===== config.mk =====
export PLATFORM = sky130hd
export DESIGN_NAME = art_timer
export DESIGN_NICKNAME = d
export VERILOG_FILES = /design/src/inc/art_pkg.sv /design/src/hdl/art_prescaler.sv /design/src/hdl/art_pwm_chan.sv /design/src/hdl/art_timer.sv
export VERILOG_INCLUDE_DIRS = /design/src /design/src/inc
export SDC_FILE = /design/constraint.sdc
export NUM_CORES = 1
export LEC_CHECK = 0
export BUFFER_PORTS_ARGS = -buffer_cell sky130_fd_sc_hd__buf_2
export CORE_MARGIN = 4
export CORE_UTILIZATION = 55
export DETAILED_ROUTE_END_ITERATION = 16
export PLACE_DENSITY = 0.77
export SLEW_MARGIN = 20
export SYNTH_ARGS = -nofsm -noshare
export SYNTH_HDL_FRONTEND = slang
export SYNTH_SLANG_ARGS = --single-unit
export TNS_END_PERCENT = 20

===== constraint.sdc =====
create_clock -name sys_clk_i -period 2.3 [get_ports sys_clk_i]
set_input_delay 0.69 -clock sys_clk_i [delete_from_list [all_inputs] [get_ports sys_clk_i]]
set_output_delay 0.69 -clock sys_clk_i [all_outputs]
set_load 0.1 [all_outputs]

===== src/inc/art_params.svh =====
// constants for the auto-reload pwm timer: register offsets, field positions, reset values
// assumes a byte-wide register port with a small index address
`ifndef ART_PARAMS_SVH
`define ART_PARAMS_SVH

`define ART_ADDR_W        4
`define ART_OFF_CSR       4'h0
`define ART_OFF_CAR       4'h1
`define ART_OFF_ARR       4'h2
`define ART_OFF_PWM_OUTPUT_CTRL_REG     4'h3
`define ART_OFF_DCR0      4'h4
`define ART_OFF_MODE      4'h8

`define ART_CSR_CLOCK_SOURCE_SELECT      7
`define ART_CSR_CC_HI     6
`define ART_CSR_CC_LO     4
`define ART_CSR_TCE       3
`define ART_CSR_FORCE_RELOAD_BIT      2
`define ART_CSR_OIE       1
`define ART_CSR_OVF       0

`define ART_PWM_OUTPUT_CTRL_REG_OE_LO   4
`define ART_MODE_HALT     0
`define ART_MODE_WAKE_EN  1

`define ART_RST_BYTE      8'h00
`define ART_CNT_MAX       8'hff
`define ART_PSC_ZERO      7'h00
`define ART_PSC_ONE       7'h01

`endif


===== src/inc/art_pkg.sv =====
// types shared by the auto-reload pwm timer modules
package art_pkg;
    typedef logic [7:0] art_byte_t;
    typedef logic [2:0] art_tap_t;
    // external clock edge detector state, gray along idle -> seen-high
    typedef enum logic [1:0] {
        ART_EXT_LOW  = 2'b00,
        ART_EXT_HIGH = 2'b01
    } art_ext_state_t;
endpackage : art_pkg


===== src/hdl/art_prescaler.sv =====
// 7-bit power-of-two prescaler with tap select
// assumes input_tick is a one-cycle pulse per input clock edge
`timescale 1ns/1ps
`include "art_params.svh"
module art_prescaler
    import art_pkg::*;
#(
    parameter int PSC_W = 7
) (
    // clock and reset
    input  wire logic   sys_clk_i,
    input  wire logic   rst_n_i,
    // control
    input  wire logic   tick_i,
    input  wire logic   clear_i,
    input  wire art_tap_t tap_i,
    // output
    output logic        count_tick_o
);
    // tap decode serves exactly seven stages
    if (PSC_W != 7) begin : g_bad_width
        $error("prescaler width must be 7");
    end

    logic [PSC_W-1:0] psc_r;
    logic [PSC_W:0]   ext_r;
    logic [PSC_W:0]   mask;

    assign ext_r = {1'b0, psc_r};
    // all low bits up to the tap are ones when the division period ends
    assign mask = ({{PSC_W{1'b0}}, 1'b1} << tap_i) - {{PSC_W{1'b0}}, 1'b1};

    assign count_tick_o = tick_i & ((ext_r & mask) == mask);

    // cleared on init, frozen without tick
    always_ff @(posedge sys_clk_i) begin
        if (!rst_n_i) begin
            psc_r <= `ART_PSC_ZERO;
        end else if (clear_i) begin
            psc_r <= `ART_PSC_ZERO;
        end else if (tick_i) begin
            psc_r <= psc_r + `ART_PSC_ONE;
        end
    end
endmodule : art_prescaler


===== src/hdl/art_pwm_chan.sv =====
// one pwm channel: hidden compare register and output level
// assumes overflow and counter value come from the shared counter
`timescale 1ns/1ps
`include "art_params.svh"
module art_pwm_chan
    import art_pkg::*;
(
    // clock and reset
    input  wire logic      sys_clk_i,
    input  wire logic      rst_n_i,
    // counter side
    input  wire logic      ovf_i,
    input  wire art_byte_t cnt_i,
    input  wire art_byte_t duty_i,
    // controls
    input  wire logic      oe_i,
    input  wire logic      pol_i,
    input  wire logic      halt_i,
    // pin
    output logic           pwm_o,
    output logic           pwm_oe_o
);
    art_byte_t cmp_r;
    logic      pwm_r;

    always_ff @(posedge sys_clk_i) begin
        if (!rst_n_i) begin
            cmp_r <= `ART_RST_BYTE;
        end else if (ovf_i) begin
            cmp_r <= duty_i;
        end
    end

    // high at or below compare, evaluated on the live count
    always_ff @(posedge sys_clk_i) begin
        if (!rst_n_i) begin
            pwm_r <= 1'b0;
        end else if (!halt_i) begin
            pwm_r <= (cnt_i <= cmp_r);
        end
    end

    // polarity acts at once; push-pull drive; idle in halt
    assign pwm_o    = oe_i & ~halt_i & (pwm_r ^ pol_i);
    assign pwm_oe_o = oe_i & ~halt_i;
endmodule : art_pwm_chan


===== src/hdl/art_timer.sv =====
// auto-reload pwm timer: counter, prescaler, control registers, four pwm channels
// assumes a byte register port and an external event clock synchronous to sys_clk_i
//
// Notes on behaviour
// - counter advances on each prescaler tick
// - counter readable and writable while counting
// - overflow reloads counter, prescaler untouched
// - tap select divides by two power field
// - prescaler fed by cpu or external clock
// - enable clear freezes prescaler and counter
// - reset clears counter, prescaler, selects cpu
// - counter initialisation also clears prescaler
// - prescaler has no software access
// - hidden compare loaded from duty at overflow
// - enabled channel drives its pin push-pull
// - period is 256 minus reload value
// - overflow sets pin to polarity level
// - compare match returns pin opposite level
// - resolution one step in period
// - overflow sets flag, may request interrupt
// - reading control register clears flag
// - pwm stops during halt mode
// - timer can wake from wait and halt
// - event mode counts external events to overflow
// - event count equals 256 minus reload
// - polarity 0 high at or below compare
//
// Our own choices: the address-and-strobe port and the register addresses.
`timescale 1ns/1ps
`include "art_params.svh"
module art_timer
    import art_pkg::*;
#(
    parameter int CHANNELS = 4
) (
    // clock and reset
    input  wire logic                  sys_clk_i,
    input  wire logic                  rst_n_i,
    // register port
    input  wire logic [`ART_ADDR_W-1:0] reg_addr_i,
    input  wire art_byte_t             reg_wdata_i,
    input  wire logic                  reg_wr_i,
    input  wire logic                  reg_rd_i,
    output art_byte_t                  reg_rdata_o,
    // external event clock
    input  wire logic                  external_event_clock_i,
    // chip power state
    input  wire logic                  halt_mode_i,
    // pins and events
    output logic [CHANNELS-1:0]        pwm_channel_pin_o,
    output logic [CHANNELS-1:0]        pwm_channel_pin_oe_o,
    output logic                       overflow_irq_o,
    output logic                       wakeup_o
);
    // pwm output control register holds four enable and four polarity bits
    if (CHANNELS < 1 || CHANNELS > 4) begin : g_bad_channels
        $error("channel count must be 1 to 4");
    end

    function automatic logic hit(input logic [`ART_ADDR_W-1:0] a, input logic [`ART_ADDR_W-1:0] off);
        hit = (a == off);
    endfunction : hit

    // control state
    logic                clock_source_select_r;
    art_tap_t            prescale_select_r;
    logic                counter_enable_bit_r;
    logic                overflow_irq_enable_r;
    logic                overflow_flag_r;
    art_byte_t           counter_r;
    art_byte_t           reload_value_r;
    logic [CHANNELS-1:0] channel_output_enable_r;
    logic [CHANNELS-1:0] channel_polarity_r;
    art_byte_t           duty_cycle_r [CHANNELS];
    logic                wake_en_r;
    art_byte_t           rdata_r;

    // external edge detection, ticks, write strobes and overflow
    art_ext_state_t      ext_state_r;
    logic                ext_rise;
    logic                input_tick;
    logic                count_tick;
    logic                force_reload;
    logic                car_write;
    logic                csr_write;
    logic                overflow;

    assign csr_write    = reg_wr_i & hit(reg_addr_i, `ART_OFF_CSR);
    assign car_write    = reg_wr_i & hit(reg_addr_i, `ART_OFF_CAR);
    // forced reload only takes effect with enable set in the same write
    assign force_reload = csr_write & reg_wdata_i[`ART_CSR_FORCE_RELOAD_BIT] & reg_wdata_i[`ART_CSR_TCE];

    // external input rising edge as an input tick
    always_ff @(posedge sys_clk_i) begin
        if (!rst_n_i) begin
            ext_state_r <= ART_EXT_LOW;
        end else begin
            unique case (ext_state_r)
                ART_EXT_LOW: begin
                    if (external_event_clock_i) ext_state_r <= ART_EXT_HIGH;
                end
                ART_EXT_HIGH: begin
                    if (!external_event_clock_i) ext_state_r <= ART_EXT_LOW;
                end
            endcase
        end
    end
    assign ext_rise = (ext_state_r == ART_EXT_LOW) & external_event_clock_i;

    assign input_tick = counter_enable_bit_r & (clock_source_select_r ? ext_rise : 1'b1);

    art_prescaler #(
        .PSC_W        (7)
    ) u_psc (
        .sys_clk_i    (sys_clk_i),
        .rst_n_i      (rst_n_i),
        .tick_i       (input_tick),
        .clear_i      (force_reload | car_write),
        .tap_i        (prescale_select_r),
        .count_tick_o (count_tick)
    );

    // overflow when counting past the top
    assign overflow = count_tick & (counter_r == `ART_CNT_MAX) & ~force_reload & ~car_write;

    always_ff @(posedge sys_clk_i) begin
        if (!rst_n_i) begin
            counter_r <= `ART_RST_BYTE;
        end else if (car_write) begin
            counter_r <= reg_wdata_i;
        end else if (force_reload) begin
            counter_r <= reload_value_r;
        end else if (overflow) begin
            counter_r <= reload_value_r;
        end else if (count_tick) begin
            counter_r <= counter_r + 8'h01;
        end
    end

    always_ff @(posedge sys_clk_i) begin
        if (!rst_n_i) begin
            clock_source_select_r <= 1'b0;
            prescale_select_r     <= 3'h0;
            counter_enable_bit_r  <= 1'b0;
            overflow_irq_enable_r <= 1'b0;
        end else if (csr_write) begin
            clock_source_select_r <= reg_wdata_i[`ART_CSR_CLOCK_SOURCE_SELECT];
            prescale_select_r     <= reg_wdata_i[`ART_CSR_CC_HI:`ART_CSR_CC_LO];
            counter_enable_bit_r  <= reg_wdata_i[`ART_CSR_TCE];
            overflow_irq_enable_r <= reg_wdata_i[`ART_CSR_OIE];
        end
    end

    always_ff @(posedge sys_clk_i) begin
        if (!rst_n_i) begin
            overflow_flag_r <= 1'b0;
        end else if (overflow) begin
            overflow_flag_r <= 1'b1;
        end else if (reg_rd_i && hit(reg_addr_i, `ART_OFF_CSR)) begin
            overflow_flag_r <= 1'b0;
        end
    end

    // other byte registers
    always_ff @(posedge sys_clk_i) begin
        if (!rst_n_i) begin
            reload_value_r          <= `ART_RST_BYTE;
            channel_output_enable_r <= '0;
            channel_polarity_r      <= '0;
            wake_en_r               <= 1'b0;
        end else if (reg_wr_i) begin
            if (hit(reg_addr_i, `ART_OFF_ARR)) reload_value_r <= reg_wdata_i;
            if (hit(reg_addr_i, `ART_OFF_PWM_OUTPUT_CTRL_REG)) begin
                channel_output_enable_r <= reg_wdata_i[`ART_PWM_OUTPUT_CTRL_REG_OE_LO +: CHANNELS];
                channel_polarity_r      <= reg_wdata_i[CHANNELS-1:0];
            end
            if (hit(reg_addr_i, `ART_OFF_MODE)) wake_en_r <= reg_wdata_i[`ART_MODE_WAKE_EN];
        end
    end

    genvar g;
    generate
        for (g = 0; g < CHANNELS; g++) begin : g_ch
            always_ff @(posedge sys_clk_i) begin
                if (!rst_n_i) begin
                    duty_cycle_r[g] <= `ART_RST_BYTE;
                end else if (reg_wr_i && hit(reg_addr_i, `ART_OFF_DCR0 + `ART_ADDR_W'(g))) begin
                    duty_cycle_r[g] <= reg_wdata_i;
                end
            end

            art_pwm_chan u_ch (
                .sys_clk_i (sys_clk_i),
                .rst_n_i   (rst_n_i),
                .ovf_i     (overflow),
                .cnt_i     (counter_r),
                .duty_i    (duty_cycle_r[g]),
                .oe_i      (channel_output_enable_r[g]),
                .pol_i     (channel_polarity_r[g]),
                .halt_i    (halt_mode_i),
                .pwm_o     (pwm_channel_pin_o[g]),
                .pwm_oe_o  (pwm_channel_pin_oe_o[g])
            );
        end
    endgenerate

    // read data, one cycle after the strobe; force-reload bit reads zero
    always_ff @(posedge sys_clk_i) begin
        if (!rst_n_i) begin
            rdata_r <= `ART_RST_BYTE;
        end else if (reg_rd_i) begin
            rdata_r <= `ART_RST_BYTE;
            if (hit(reg_addr_i, `ART_OFF_CSR)) begin
                rdata_r <= {clock_source_select_r, prescale_select_r, counter_enable_bit_r,
                            1'b0, overflow_irq_enable_r, overflow_flag_r};
            end
            if (hit(reg_addr_i, `ART_OFF_CAR)) rdata_r <= counter_r;
            if (hit(reg_addr_i, `ART_OFF_ARR)) rdata_r <= reload_value_r;
            if (hit(reg_addr_i, `ART_OFF_PWM_OUTPUT_CTRL_REG)) begin
                rdata_r[`ART_PWM_OUTPUT_CTRL_REG_OE_LO +: CHANNELS] <= channel_output_enable_r;
                rdata_r[CHANNELS-1:0]                 <= channel_polarity_r;
            end
            for (int i = 0; i < CHANNELS; i++) begin
                if (hit(reg_addr_i, `ART_OFF_DCR0 + i[`ART_ADDR_W-1:0])) rdata_r <= duty_cycle_r[i];
            end
            if (hit(reg_addr_i, `ART_OFF_MODE)) begin
                rdata_r[`ART_MODE_HALT]    <= halt_mode_i;
                rdata_r[`ART_MODE_WAKE_EN] <= wake_en_r;
            end
        end
    end
    assign reg_rdata_o = rdata_r;

    // level request while flag and enable
    assign overflow_irq_o = overflow_flag_r & overflow_irq_enable_r;
    // wake request from the pending overflow
    assign wakeup_o = wake_en_r & overflow_flag_r;
endmodule : art_timer


Yosys cells after proc, flatten, opt, wreduce, memory -nomap -nowiden
Memory sizes are Yosys's and may differ from the RTL's. Index checks and enable logic that the tools add are counted.

Register bits: 85. Logic and storage cells: 127. Bits in writable memories: 32. Input port bits: 18. Output and inout port bits: 18. Memories: 1.

Memories: duty_cycle_r (depth 4, bits a word 8, read ports 4, clocked after memory_dff 0, wr ports 4, line art_timer.sv:74) `art_byte_t duty_cycle_r [CHANNELS];`.

Reduce and logical (&&, ||, !) cells: 14. $lt $le $gt $ge: 4. Muxes and demuxes: 36. Add/subtract/negate cells: 3. Shifts and indexed selects: 1. Equality and inequality tests: 13. Bitwise gates (word level): 34.

Operators with widths (count): $mux 8 (16); $le 8x8->1 (4); $and 1x1->1 (20); $eq 4x3->1 const B (4); $mux 1 (16); $add 8x1->8 const B (1); $and 7x8->8 (1); $eq 4x2->1 const B (2); $eq 8x8->1 (1); $eq 8x8->1 const B (1); $reduce_and 2->1 (4); $shl 1x3->8 const A (1); $sub 8x1->8 const B (1); $add 7x1->7 const B (1); $mux 2 (3); $logic_and 1x1->1 (5); $or 1x1->1 (5); $eq 4x1->1 const B (1); $eq 4x4->1 const B (1); $logic_not 4->1 (1); $ne 2x2->1 const B (2); $not 1->1 (4); $pmux 2 s2 (1); $reduce_bool 4->1 (1); other kinds (5) (8).

Depth between registers and ports, before layout
Gate-level depths: netlist (run 1).

Depth in word-level cells: 11. Gate-level depth with buffers: 9. Mapped depth without buffers: 8.

Modules after synthesis
Synthesis (run 1) repeated with hierarchy kept, for this count alone.

Cells, all modules: 664. Area total of the unflattened synthesis: 6461.2 um^2.

Modules (own cells, without submodules): art_timer (sequential area each 1781.7 um^2, area an instance 3812.4 um^2, cells an instance 376, times used 1); art_pwm_chan (sequential area each 180.2 um^2, area an instance 568.0 um^2, cells an instance 61, times used 4); art_prescaler (sequential area each 140.1 um^2, area an instance 376.6 um^2, cells an instance 44, times used 1).

Worst setup path after synthesis (run 1)
Ideal clock, no wire load.

Kind: input-to-reg. Start: input port reg_addr_i[0]. End: memory duty_cycle_r[0][0] in the netlist's numbering (enable). Cell stages on the path: 5. Data arrival time: 2060 ps. Library setup time: 384 ps. Setup slack: -144 ps. Path buffers: 3. Data required time: 1916 ps. Cell sequence: buf_2 buf_2 buf_2 nand3b_1 o21ai_0.

RTL lines: from (decl) (line art_timer.sv:40) `` input wire logic [`ART_ADDR_W-1:0] reg_addr_i, ``; to (decl) (line art_timer.sv:74).

Final worst setup path (run 1)
Start: register g_ch[3].u_ch.pwm_r. End: output port pwm_channel_pin_o[3].

Word-level cells in the longest chain between the ends: 2.

RTL lines: from (decl) (line art_pwm_chan.sv:24) `logic pwm_r;`; from (signal assigned) (line art_pwm_chan.sv:39) `pwm_r <= (cnt_i <= cmp_r);`; $xor 1x1->1 (line art_pwm_chan.sv:44) `assign pwm_o = oe_i & ~halt_i & (pwm_r ^ pol_i);`; $and 1x1->1 (line art_pwm_chan.sv:44); to (decl) (line art_timer.sv:50) `output logic [CHANNELS-1:0] pwm_channel_pin_o,`.

No other way between the ends.

==> results.txt, run 1 <==
In the post-synthesis netlist, the biggest area contributors are sky130_fd_sc_hd__dfxtp_1, sky130_fd_sc_hd__edfxtp_1, sky130_fd_sc_hd__ha_1. The post-synthesis async set-or-reset flop share was 0. The share of total power in sequential cells is 0.412. The clock-pin slew on the worst setup and hold paths was 0.06 ns; the footprint of the multi-input gates was 3140 um2. Data on the critical path is required at its endpoint by 1.61 ns.

For the worst clock skew, the log shows 0.00577 ns. The internal portion of the total power is 4100 uW. For the global placement routability congestion, the log shows 0.941. The synthesized design contains 116 register bits. After the last flow step, the layout net total stands at 782. Half-perimeter wire length after detailed placement: 12600 um.

In the final layout, flip-flops and latches occupy 2640 um2. For the post-detailed-route DRC marker count, the log shows 0. For the synthesized instance count, the log shows 665.

The die covers 12900 um2. For this block, the routed nets add up to 17500 um of wire. The logs give 0.284 for the all-layer global routing usage and 0.431 for the share of synthesized area occupied by flip-flops and latches. For the worst slack at placement, the log shows -0.168 ns. The class of the worst hold path was reg -> reg. The worst setup path is of the reg -> out kind. For the count of vias placed by the detailed router, the log shows 5346. Compared with the post-synthesis result, the final layout area differs by 21.5%. The critical path starts at g_ch[3].u_ch.pwm_r. The cell at the root of the clock tree is sky130_fd_sc_hd__clkbuf_8.

IR analysis of the VDD net gives a maximum drop of 0.000591 V. Ratio of cells with drive above 1 in the final layout: 0.181. The number of placement rows is 38. From left edge to right edge, the die measures 114 um.

TritonCTS built the clock tree. CTS built an H-tree with a depth of 4. The first global-routing pass estimated 28000 um of wire. The share of total power in the clock network was 0.507. For the worst setup path, the data arrival time is 1.52 ns.

The most used flip-flop cell after synthesis is sky130_fd_sc_hd__dfxtp_1. The number of buffers added by the clock tree synthesis step was 17. The flow ran to the end, and the final reports show no timing, DRC or antenna violations. On the critical path, the stage with the largest delay is an instance of sky130_fd_sc_hd__dfxtp_1. The fraction of the cycle the final worst path needs was 0.961. The launching point of the worst reg2reg path was u_psc.psc_r[0]. Of all nets on the critical path, the largest fanout is 2. For the pin with the worst max-slew slack, the measured transition is 0.629 ns. Summed instance area of the synthesized netlist: 6140 um2.

Summed over all nets, the switching power comes to 1270 uW. The largest area contributor in the netlist is sky130_fd_sc_hd__dfxtp_1. Counting the fill cells in the layout gives 795. The post-synthesis average cell area is 9.23 um2. The critical path goes through xor2_1 > and2_1 > buf_12. The number of antenna diodes in the final layout is 0.

The worst hold margin was 0.450 ns. Setup repair after global routing left no endpoint under its margin. The worst setup path is launched from a flip-flop.

The tree built by TritonCTS fans out to 116 sinks. After clock tree synthesis, the flow added hold-fix buffers numbering 0. The leakage power is 0.00297 uW.

The switching power as a share of total power was 0.237; the top cell type's share of synthesized area was 0.274. After synthesis, the netlist uses 53 different library cells. The region available for standard cell placement spans 10900 um2. The starting density of the core is 0.564, and the residual antenna-violating net count after detailed routing is 0. For the count of pins over their slew limit, the log shows 0. Leaving out fill and tap cells, the most frequent cells in the layout are sky130_fd_sc_hd__nand2_1, sky130_fd_sc_hd__dfxtp_1, sky130_fd_sc_hd__a21oi_1. In this run, the number of DRC markers left after iteration 0 of detailed routing was 595.

After layout, the worst setup slack is 0.0890 ns. For this run, the number of Yosys warnings is 0. The floorplan step set the die height to 114 um.

Dividing the detail-routed wire length by the instance count gives 19.8 um. The run gives 5264 as the number of global-route vias before repair. On the worst path, the slowest cell contributes a delay of 0.42 ns. Number of antenna violations at the first check in global routing: 0. The first detailed-routing pass ran for 5 iterations. The highest clock frequency the design can meet came out at 452 MHz. Counting every net in the synthesized netlist gives 718. The worst relative slew slack was 0.576; the count of pins on the block boundary was 36. The largest net degree at the start of global routing came out at 36. The clock tree buffer depth is 2. In the routed layout, each cell is associated on average with a via count of 6.06. Final critical path time including I/O delays and setup: 2.21 ns. Number of buffer cells added on primary ports: 35. The insertion delay to the later sink of the worst-skew pair was 0.52 ns; the number of setup violations in the final report was 0. The tools report the final-report hold violation count as 0. The share of power burned in combinational logic was 0.081; the number of enable flip-flop cells after synthesis was 32. In this run the most critical hold path is launched from g_ch[1].u_ch.cmp_r[3].

For this run the aggregate overflow at the end of global routing stands at 0. Across the run, the number of max-cap violations was 0. The power per standard cell area came out at 720 nW/um2. The most common cell after layout, fill and taps aside is sky130_fd_sc_hd__nand2_1. Capturing element type of the critical path: a primary output.
## metrics by stage
stage | cell area, um2 | cells | util | power (uW) | TNS [ns]
2_1_floorplan | 6140 | 665 | - | 2500 | -0.0370
3_3_place_gp | 6820 | 849 | 0.626 | 2670 | -3.80
4_1_cts | 7440 | 881 | 0.683 | 5380 | 0
6_report | 7460 | 882 | 0.685 | 5370 | 0
5_1_grt | 7460 | 882 | 0.685 | 5510 | 0
3_5_place_dp | 6820 | 849 | 0.626 | 2680 | -5.26
## metal layers
layer	up-vias	share of wire	wire length (um)	track usage
li1	2446	-	-	-
met1	2542	0.41	7090	0.371
met4	0	0.033	577	0.120
met3	53	0.11	1840	0.0759
met5	-	0	0	0
met2	305	0.46	7970	0.447
## power groups by stage
stage | clock [uW] | combinational (uW) | sequential, uW
CTS | 2740 | 426 | 2210
global route | 2830 | 463 | 2220
floorplan | 0 | 222 | 2280
finish | 2730 | 433 | 2210
global placement | 0 | 413 | 2250
detailed placement | 0 | 423 | 2250
## path summary, 6_finish.rpt
path | to | slack, ns | cells after the start
worst min register to register | g_ch[1].u_ch.cmp_r[3] | 0.45 | 2
worst min-delay path | g_ch[1].u_ch.cmp_r[3] | 0.45 | 2
worst max register to register | g_ch[0].u_ch.cmp_r[4] | 0.21 | 6
worst max-delay path | pwm_channel_pin_o[3] | 0.09 | 3
## kinds of logic (layout without fill, tap and decap cells)
family          Yosys count  count (layout)  synth area share
buf+inv                  83             160            0.0581
fa+ha+maj                35              35            0.0714
xor+xnor                 17              17            0.0243
mux                      43              43            0.0909
compound gates          131             131             0.131
flops                   116             116             0.431
simple gates            240             240             0.193
## repair_timing
action,in CTS,in global routing
setup endpoints to repair,0,1
buffers inserted,0,1
gates resized for setup,0,0
## sequential cells by signal, summed over array words and instances, names as in the netlist
name / flops
reg_rdata_o: 8
wake_en_r: 1
reload_value_r: 8
counter_r: 8
overflow_irq_enable_r: 1
duty_cycle_r: 32
g_ch.u_ch.pwm_r: 4
overflow_flag_r: 1
clock_source_select_r: 1
channel_output_enable_r: 4
channel_polarity_r: 4
u_psc.psc_r: 7
g_ch.u_ch.cmp_r: 32
prescale_select_r: 3
ext_state_r: 1
counter_enable_bit_r: 1
## synthesized netlist by cell type, types with 3 or more instances
cell and number:
sky130_fd_sc_hd__nand2_1 88, sky130_fd_sc_hd__dfxtp_1 84, sky130_fd_sc_hd__a21oi_1 56, sky130_fd_sc_hd__and2_1 46, sky130_fd_sc_hd__nor2_1 42, sky130_fd_sc_hd__inv_1 40, sky130_fd_sc_hd__ha_1 35, sky130_fd_sc_hd__edfxtp_1 32
sky130_fd_sc_hd__mux2i_1 31, sky130_fd_sc_hd__o21ai_0 25, sky130_fd_sc_hd__clkbuf_1 18, sky130_fd_sc_hd__nand3_1 14, sky130_fd_sc_hd__buf_2 12, sky130_fd_sc_hd__mux4_2 10, sky130_fd_sc_hd__xor2_1 9, sky130_fd_sc_hd__a21o_1 8
sky130_fd_sc_hd__buf_4 8, sky130_fd_sc_hd__nor2b_1 8, sky130_fd_sc_hd__or3_1 8, sky130_fd_sc_hd__xnor2_1 8, sky130_fd_sc_hd__nand4_1 7, sky130_fd_sc_hd__a22o_1 6, sky130_fd_sc_hd__a32o_1 6, sky130_fd_sc_hd__nor3_1 6
sky130_fd_sc_hd__o21bai_1 6, sky130_fd_sc_hd__o22ai_1 6, sky130_fd_sc_hd__a31oi_1 5, sky130_fd_sc_hd__nand2b_1 5, sky130_fd_sc_hd__buf_1 4, sky130_fd_sc_hd__nand3b_1 3, sky130_fd_sc_hd__nand4b_1 3
## critical path: cells and delay by family, from the launching register on
kind	cells	cell delay (ns)
flops	1	0.42
xor+xnor	1	0.20
simple gates	1	0.20
buf+inv	1	0.18
## final cells by class
| cell class | instances | area share |
|---|---|---|
| multi-input cells | 466 | 0.421 |
| flip-flops and latches | 116 | 0.354 |
| repair buffers | 87 | 0.0970 |
| clock buffers | 21 | 0.0633 |
| well taps | 140 | 0.0235 |
| inverters | 41 | 0.0206 |
| clock inverters | 11 | 0.0198 |
Note: power is estimated with default switching activity, not from simulation.
==> run 2, diff against run 1 <==
--- a/config.mk
+++ b/config.mk
@@ -8,11 +8,12 @@
 export LEC_CHECK = 0
 export BUFFER_PORTS_ARGS = -buffer_cell sky130_fd_sc_hd__buf_2
 export CORE_MARGIN = 4
-export CORE_UTILIZATION = 55
+export CORE_UTILIZATION = 40
 export DETAILED_ROUTE_END_ITERATION = 16
-export PLACE_DENSITY = 0.77
+export PLACE_DENSITY = 0.59
 export SLEW_MARGIN = 20
 export SYNTH_ARGS = -nofsm -noshare
 export SYNTH_HDL_FRONTEND = slang
+export SYNTH_HIERARCHICAL = 1
 export SYNTH_SLANG_ARGS = --single-unit
 export TNS_END_PERCENT = 20
==> run 2 against run 1 <==
Net effect: count of clock-buffer cells in the layout unchanged; power fell by 0.38%; synthesized cell count down 0.15%; final cell count is 11% higher; global-route usage shrank 6.2 points; non-clock buffer count rose by 6; core utilization fell by 17 points; highest routed layer unchanged.
==> results.txt, run 2 <==
The global placement routability congestion was 0.913 (was 0.941). TritonCTS built the clock tree. The tools report the number of antenna violations at the first check in global routing as 1 (was 0). The slowest stage cell on the critical path is sky130_fd_sc_hd__dfxtp_1 (unchanged). The diode insertion count for antenna repair was 0 (unchanged).

The layout filler cell count was 1439 (was 795); the detail-routed net length per standard cell was 19.7 um (was 19.8 um). The tools report the worst IR drop on VDD as 0.000602 V (was 0.000591 V). The tools report the final-report hold violation count as 0 (unchanged). The tools report the startpoint kind of the worst setup timing path as a flip-flop (unchanged). Count of pins over their slew limit: 0 (unchanged). The clock tree buffer depth is 2 (unchanged), and the die extent in y is 135 um (was 114 um). The largest stage delay on the critical path is 0.41 ns (was 0.42 ns). The setup TNS after final layout came out at 0 ns (unchanged). The dominant cell by count in the synthesized netlist is sky130_fd_sc_hd__dfxtp_1 (was sky130_fd_sc_hd__nand2_1).

Count of max-cap constraint violations: 0 (unchanged). Placeable core region: 15800 um2 (was 10900 um2). The run gives 6460 um2 (was 6140 um2) as the summed instance area of the synthesized netlist.

Setup repair after global routing could not meet its margin everywhere. Commonest cells after routing, fill and taps aside: sky130_fd_sc_hd__dfxtp_1, sky130_fd_sc_hd__nand2_1, sky130_fd_sc_hd__mux2i_1 (was sky130_fd_sc_hd__nand2_1, sky130_fd_sc_hd__dfxtp_1, sky130_fd_sc_hd__a21oi_1). The tools report the insertion delay to the later sink of the worst-skew pair as 0.42 ns (was 0.52 ns). Maximum level of the CTS H-tree: 4 (unchanged). The largest net degree at the start of global routing came out at 77 (was 36). The worst clock skew was 0.00749 ns (was 0.00577 ns); the residual antenna-violating net count after detailed routing was 0 (unchanged). The ratio of cells with drive above 1 in the final layout is 0.227 (was 0.181), and the clock-pin slew on the worst setup and hold paths is 0.06 ns (about the same).

The tools report the highest clock frequency the design can meet as 454 MHz (was 452 MHz). For the number of global-route vias before repair, the log shows 5469 (was 5264). The final critical path time including I/O delays and setup was 2.20 ns (was 2.21 ns). Starting density of the core: 0.408 (was 0.564).

The detail-routed via count per cell is 5.51 (was 6.06). The worst slack at placement came out at -0.635 ns (was -0.168 ns). Leakage power: 0.00308 uW (was 0.00297 uW).

Sequence of cells on the critical path: xor2_1 > and2_4 > buf_12 (was xor2_1 > and2_1 > buf_12). The run gives 0 (unchanged) as the overflow left after global routing. The flow ran to the end, and the final reports show no timing, DRC or antenna violations. The logs give 17 (unchanged) for the number of buffers added by the clock tree synthesis step and 0.222 (was 0.284) for the all-layer global routing usage.

The fraction of the cycle the final worst path needs is 0.958 (was 0.961). The number of placement rows is 46 (was 38), and the worst relative slew slack is 0.632 (was 0.576). The capturing element type of the critical path was a primary output (unchanged). The width of the die works out to 135 um (was 114 um). The logs give 717 (was 718) for the post-synthesis net count and 5387 (was 5346) for the count of vias placed by the detailed router. The power per standard cell area works out to 662 nW/um2 (was 720 nW/um2). The class of the worst hold path was reg -> reg (unchanged). The relative area change from synthesis to final layout works out to 25.1% (was 21.5%). The number of distinct standard cells referenced by the synthesized netlist was 54 (was 53); the worst-margin pin slew was 0.545 ns (was 0.629 ns).

The half-perimeter wire length after detailed placement is 14200 um (was 12600 um). Category of the most critical setup path: reg -> out (unchanged). The number of register bits inferred by synthesis was 116 (unchanged). Cell at the root of the clock tree: sky130_fd_sc_hd__clkbuf_16 (was sky130_fd_sc_hd__clkbuf_8). The most used flip-flop cell after synthesis is sky130_fd_sc_hd__dfxtp_1 (unchanged). The post-detailed-route DRC marker count was 0 (unchanged). The first-pass iteration count of the detailed router is 5 (unchanged). The post-synthesis async set-or-reset flop share is 0 (unchanged), and the synthesized instance count is 664 (was 665). The number of sinks on the clock net was 116 (unchanged). The run gives 6 (was 0) as the yosys synthesis warning count.

The share of synthesized area occupied by flip-flops and latches was 0.409 (was 0.431); the arrival time of the worst setup path was 1.51 ns (was 1.52 ns). The run gives 30500 um (was 28000 um) as the global-route wire length before repair. The highest net fanout along the worst path is 2 (unchanged), and the post-synthesis average cell area is 9.73 um2 (was 9.23 um2). The top cell type's share of synthesized area works out to 0.260 (was 0.274). The number of hold buffers added after cts was 0 (unchanged). The largest area contributor in the netlist was sky130_fd_sc_hd__dfxtp_1 (unchanged). The number of enable flip-flop cells after synthesis is 32 (unchanged), and the count of pins on the block boundary is 36 (unchanged).

The logs give 0 (unchanged) for the number of setup violations in the final report and 18300 um2 (was 12900 um2) for the floorplan die area. The post-layout total power is 5350 uW (was 5370 uW), and the number of buffer cells added on primary ports is 35 (unchanged). The run gives 7410 um2 (was 6820 um2) as the post-detailed-placement cell area. The most common cell after layout, fill and taps aside was sky130_fd_sc_hd__dfxtp_1 (was sky130_fd_sc_hd__nand2_1). For the wire length after detailed routing, the log shows 19200 um (was 17500 um). Most numerous cell types in the synthesized netlist: sky130_fd_sc_hd__dfxtp_1, sky130_fd_sc_hd__mux2i_1, sky130_fd_sc_hd__nand2_1 (was sky130_fd_sc_hd__nand2_1, sky130_fd_sc_hd__dfxtp_1, sky130_fd_sc_hd__a21oi_1). Largest registers ranked by flip-flop count: duty_cycle_r: 32 flops, g_ch.u_ch/cmp_r: 32 flops (was duty_cycle_r: 32 flops, g_ch.u_ch.cmp_r: 32 flops). Largest cells by area after synthesis: sky130_fd_sc_hd__dfxtp_1, sky130_fd_sc_hd__edfxtp_1, sky130_fd_sc_hd__mux2i_1 (was sky130_fd_sc_hd__dfxtp_1, sky130_fd_sc_hd__edfxtp_1, sky130_fd_sc_hd__ha_1). The required time of the critical path was 1.61 ns (about the same).

The smallest setup slack after layout is 0.0956 ns (was 0.0890 ns). The final cell area excluding filler cells is 8080 um2 (was 7460 um2). The logs give 801 (was 782) for the net total in the final layout and 511 (was 595) for the initial DRC count. The logs give 3640 um2 (was 3140 um2) for the footprint of the multi-input gates and 2650 um2 (was 2640 um2) for the flip-flop and latch area.
==> run 2: changes by cell type after synthesis, moves of 7 or more <==
cell / previous run / this run
sky130_fd_sc_hd__nor2b_1: 8 / 48
sky130_fd_sc_hd__nand2_1: 88 / 53
sky130_fd_sc_hd__a21boi_0: 1 / 27
sky130_fd_sc_hd__a21oi_1: 56 / 30
sky130_fd_sc_hd__mux2i_1: 31 / 55
sky130_fd_sc_hd__nor2_1: 42 / 27
sky130_fd_sc_hd__a21o_1: 8 / 1
sky130_fd_sc_hd__clkbuf_1: 18 / 11
sky130_fd_sc_hd__o211ai_1: 0 / 7
==> run 2: per-stage QoR <==
| stage | cells | utilization | hold slack [ns] |
|---|---|---|---|
| 6_report | 977 | 0.511 | 0.491 |
| 5_1_grt | 977 | 0.511 | 0.526 |
| 4_1_cts | 975 | 0.507 | 0.489 |
| 3_5_place_dp | 940 | 0.468 | 0.479 |
| 3_3_place_gp | 940 | 0.468 | 0.477 |
| 2_1_floorplan | 664 | - | 0.449 |
==> run 2: final timing paths <==
check                           slack, ns  cells after the start               endpoint                   from
worst min register to register       0.49                      2  channel_polarity_r[2]  channel_polarity_r[2]
worst max-delay path                  0.1                      3   pwm_channel_pin_o[2]     g_ch[2].u_ch/pwm_r
worst min-delay path                 0.49                      2  channel_polarity_r[2]  channel_polarity_r[2]
worst max register to register        0.1                      9  g_ch[0].u_ch/cmp_r[1]         u_psc/psc_r[0]
==> run 2: layer usage <==
metal,global-route usage,vias to the layer above,wire length (um)
met1,0.302,2655,8530
met3,0.0503,33,1180
met2,0.352,188,9130
met4,0.0705,0,399
met5,0,-,0
li1,-,2511,-
==> run 2: power breakdown <==
group | switching (uW) | internal, uW
Sequential | 66.0 | 2170
Clock | 927 | 1600
Combinational | 351 | 233
Total | 1340 | 4010
==> run 2: kinds of logic (layout without fill, tap and decap cells) <==
group	Yosys count	after routing	synth area share
and+or+nand+nor	236	236	0.207
muxes	64	64	0.117
adders and majority gates	35	35	0.0678
buffers and inverters	72	169	0.0467
AOI/OAI and AO/OA	127	127	0.134
DFF	116	116	0.409
xor gates and xnor gates	14	14	0.0190
==> run 2: cell type report <==
type	instances	share of cell area
well taps	216	0.0334
clock inverters	11	0.0133
inverters	44	0.0204
repair buffers	93	0.0995
clock buffers	21	0.0557
multi-input cells	476	0.450
flip-flops and latches	116	0.327
==> run 2: critical path, delay by kind of cell (launching register included) <==
kind / cells / cell delay (ns)
simple gates: 1 / 0.22
buf+inv: 1 / 0.16
flops: 1 / 0.41
xor+xnor: 1 / 0.30
==> run 2: repair_timing <==
action,CTS,global route
endpoints found under the hold margin,0,0
resized for setup,4,9
buffers inserted,2,1
setup endpoints to repair,40,37
gates cloned,1,1
pin swaps,3,3
==> run 3, diff against run 2 <==
--- a/config.mk
+++ b/config.mk
@@ -7,6 +7,7 @@
 export NUM_CORES = 1
 export LEC_CHECK = 0
 export BUFFER_PORTS_ARGS = -buffer_cell sky130_fd_sc_hd__buf_2
+export CORE_ASPECT_RATIO = 1.2
 export CORE_MARGIN = 4
 export CORE_UTILIZATION = 40
 export DETAILED_ROUTE_END_ITERATION = 16
==> run 3 against run 2 <==
Net effect: the flow now finishes with violations (negative setup slack); highest routed layer unchanged; die area hardly changed; register-to-register slack worse by 0.17 ns; critical path depth grew 11; combinational power increased by 1%; non-clock buffer count increased by 11; design area grew 2.1%; global-route usage rose by 0.11 points; clock power increased by 2%.
==> results.txt, run 3 (synthesis gave the netlist of run 2 again) <==
The clock-pin slew on the worst setup and hold paths is 0.06 ns (about the same). The half-perimeter wire length after detailed placement is 14000 um (was 14200 um), and the highest clock frequency the design can meet is 421 MHz (was 454 MHz). Final-report hold violation count: 0 (unchanged). The tools report the share of power burned in combinational logic as 0.109 (about the same). The power per standard cell area was 655 nW/um2 (was 662 nW/um2); the overflow left after global routing was 0 (unchanged).

The switching power as a share of total power came out at 0.266 (was 0.251). For the post-detailed-route DRC marker count, the log shows 0 (unchanged). Final cell area excluding filler cells: 8250 um2 (was 8080 um2). The class of the worst hold path was reg -> reg (unchanged). The arrival time of the worst setup path is 2.73 ns (was 1.51 ns), and the worst relative slew slack is 0.669 (was 0.632). The run gives 1440 uW (was 1340 uW) as the switching power.

Kind of cell with the highest combined delay on the critical path: compound AO/OA/AOI/OAI gates (was flip-flops). Slack of the worst reg-to-reg path: -0.08 ns (was 0.1 ns). Cell occurring most often along the worst timing path: sky130_fd_sc_hd__inv_2.

Commonest cells after routing, fill and taps aside: sky130_fd_sc_hd__dfxtp_1, sky130_fd_sc_hd__buf_4, sky130_fd_sc_hd__nand2_1 (was sky130_fd_sc_hd__dfxtp_1, sky130_fd_sc_hd__nand2_1, sky130_fd_sc_hd__mux2i_1). Number of buffer cells added on primary ports: 35 (unchanged). The largest stage delay on the critical path was 0.34 ns (was 0.41 ns). The ratio of cells with drive above 1 in the final layout was 0.249 (was 0.227); the detail-routed via count per cell was 5.43 (was 5.51). Cell at the root of the clock tree: sky130_fd_sc_hd__clkbuf_16 (unchanged). The diode insertion count for antenna repair is 0 (unchanged), and the cell count of the worst hold path is 2 (unchanged).

The worst-margin pin slew is 0.499 ns (was 0.545 ns). The tools report the required time of the critical path as 2.65 ns (was 1.61 ns). For the number of setup violations in the final report, the log shows 33 (was 0).

The placeable core region was 15700 um2 (was 15800 um2); the post-detailed-placement cell area was 7410 um2 (about the same). The starting density of the core is 0.411 (was 0.408), and the number of placement rows is 50 (was 46). For the largest net degree at the start of global routing, the log shows 48 (was 77). The tools report the sink of the worst hold path as wake_en_r (was channel_polarity_r[2]).

The die extent in y was 147 um (was 135 um); the initial DRC count was 307 (was 511). The final reports fail on negative setup slack. TritonCTS built the clock tree. The tools report the worst hold margin as 0.494 ns (was 0.491 ns). The net total in the final layout came out at 812 (was 801). The highest net fanout along the worst path is 8 (was 2), and the number of hold buffers added after cts is 0 (unchanged). Start point of the worst min-delay path: wake_en_r (was channel_polarity_r[2]). The worst IR drop on VDD was 0.000424 V (was 0.000602 V); the detail-routed net length per standard cell was 20.1 um (was 19.7 um). Number of buffers added by the clock tree synthesis step: 17 (unchanged).

The run gives 5400 uW (was 5350 uW) as the post-layout total power. The leakage power is 0.00316 uW (was 0.00308 uW). The floorplan die area was 18300 um2 (about the same). For the share of total power in sequential cells, the log shows 0.414 (was 0.418). Sequence of cells on the critical path: inv_2 > ha_4 > inv_2 > a21boi_4 > o221ai_4 > a2111oi_4 > nand4_1 > nor3_4 > buf_6 > buf_16 > buf_12 > buf_4 > a21oi_1 > nor2b_1 (was xor2_1 > and2_4 > buf_12).

The tools report the share of total power in the clock network as 0.476 (was 0.473). The run finished, with violations left. The logs give 0 (unchanged) for the count of max-cap constraint violations and 5321 (was 5469) for the number of global-route vias before repair. The capturing element type of the critical path is a flip-flop (was a primary output). Largest registers ranked by flip-flop count: duty_cycle_r: 32 flops, g_ch.u_ch/cmp_r: 32 flops (unchanged). The first-pass iteration count of the detailed router is 5 (unchanged).

The logs give 36 (unchanged) for the count of pins on the block boundary and 30300 um (was 30500 um) for the global-route wire length before repair. The path depth of the worst reg2reg path is 14 (was 9). The width of the die was 124 um (was 135 um).

The fraction of the cycle the final worst path needs was 1.03 (was 0.958). The destination of the worst register-to-register timing path was overflow_flag_r (was g_ch[0].u_ch/cmp_r[1]). The insertion delay to the later sink of the worst-skew pair was 0.42 ns (about the same); the clock tree buffer depth was 2 (unchanged). The wire length after detailed routing was 19700 um (was 19200 um).

The startpoint kind of the worst setup timing path was a flip-flop (unchanged). The smallest setup slack after layout was -0.0766 ns (was 0.0956 ns); the all-layer global routing usage was 0.223 (was 0.222). The tools report the launching point of the worst reg2reg path as ext_state_r[0] (was u_psc/psc_r[0]). The count of vias placed by the detailed router came out at 5323 (was 5387). The slowest stage cell on the critical path was sky130_fd_sc_hd__a2111oi_4 (was sky130_fd_sc_hd__dfxtp_1).

Relative area change from synthesis to final layout: 27.7% (was 25.1%). The tools report the number of sinks on the clock net as 116 (unchanged). Setup repair after global routing could not meet its margin everywhere.

The final standard cell utilization of the core was 0.526 (was 0.511); the maximum level of the CTS H-tree was 4 (unchanged). The tools report the global placement routability congestion as 0.873 (was 0.913). The final critical path time including I/O delays and setup is 2.38 ns (was 2.20 ns). The residual antenna-violating net count after detailed routing is 0 (unchanged). The count of buffer and inverter cells on the critical path came out at 6 (was 1).

Category of the most critical setup path: reg -> reg (was reg -> out). The most common cell after layout, fill and taps aside is sky130_fd_sc_hd__dfxtp_1 (unchanged). The logs give 3970 uW (was 4010 uW) for the total internal power and 0 (was 1) for the number of antenna violations at the first check in global routing. The run gives 0.0113 ns (was 0.00749 ns) as the worst clock skew.

For the count of pins over their slew limit, the log shows 0 (unchanged). The run gives 1362 (was 1439) as the layout filler cell count.
[run 3: power groups by stage]
stage               combinational (uW)  sequential, uW  clock (uW)
finish                             590            2240        2570
global route                       638            2240        2690
detailed placement                 582            2280           0
global placement                   570            2270           0
CTS                                588            2240        2610
floorplan                          313            2300           0
[run 3: layout make-up]
type / count / area [um2] / share of cell area
Clock inverter: 13 / 121 / 0.0147
Tap cell: 208 / 260 / 0.0315
Sequential cell: 116 / 2640 / 0.320
Inverter: 44 / 165 / 0.0200
Clock buffer: 19 / 454 / 0.0550
Multi-Input combinational cell: 476 / 3660 / 0.443
Timing Repair Buffer: 104 / 948 / 0.115
[run 3: worst max-delay path by stage]
stage	from	endpoint	cells past startpoint
finish	ext_state_r[0]	overflow_flag_r	14
global route	ext_state_r[0]	g_ch[3].u_ch/cmp_r[2]	13
CTS	ext_state_r[0]	g_ch[2].u_ch/cmp_r[1]	12
detailed placement	external_event_clock_i	g_ch[2].u_ch/cmp_r[4]	11
global placement	external_event_clock_i	g_ch[2].u_ch/cmp_r[4]	11
floorplan	external_event_clock_i	g_ch[0].u_ch/cmp_r[0]	11
[run 3: timing repair]
item | 4_1_cts | 5_1_grt
endpoints found under the setup margin | 40 | 40
gates cloned | 2 | 1
buffers inserted | 5 | 6
pin swaps | 4 | 11
resized for setup | 6 | 17
[run 3: worst min-delay path, cell delays in order (launching register included)]
cell	delay, ns
sky130_fd_sc_hd__dfxtp_1	0.32
sky130_fd_sc_hd__nand2_1	0.05
sky130_fd_sc_hd__a21boi_0	0.07
[run 3: metal layers]
metal / part of all wire / up-vias / routed length, um / global-route usage
met5: 0 / - / 0 / 0
met4: 0.026 / 0 / 512 / 0.0855
met3: 0.041 / 33 / 807 / 0.0316
met2: 0.48 / 129 / 9520 / 0.362
met1: 0.45 / 2621 / 8910 / 0.299
li1: - / 2540 / - / -
[run 3: stage by stage]
step / setup slack, ns / cells / TNS (ns)
4_1_cts: -0.00108 / 973 / -0.00108
6_report: -0.0766 / 980 / -1.16
3_3_place_gp: -0.486 / 934 / -18.74
2_1_floorplan: -0.359 / 664 / -12.72
3_5_place_dp: -0.543 / 934 / -20.21
5_1_grt: -0.189 / 980 / -5.53
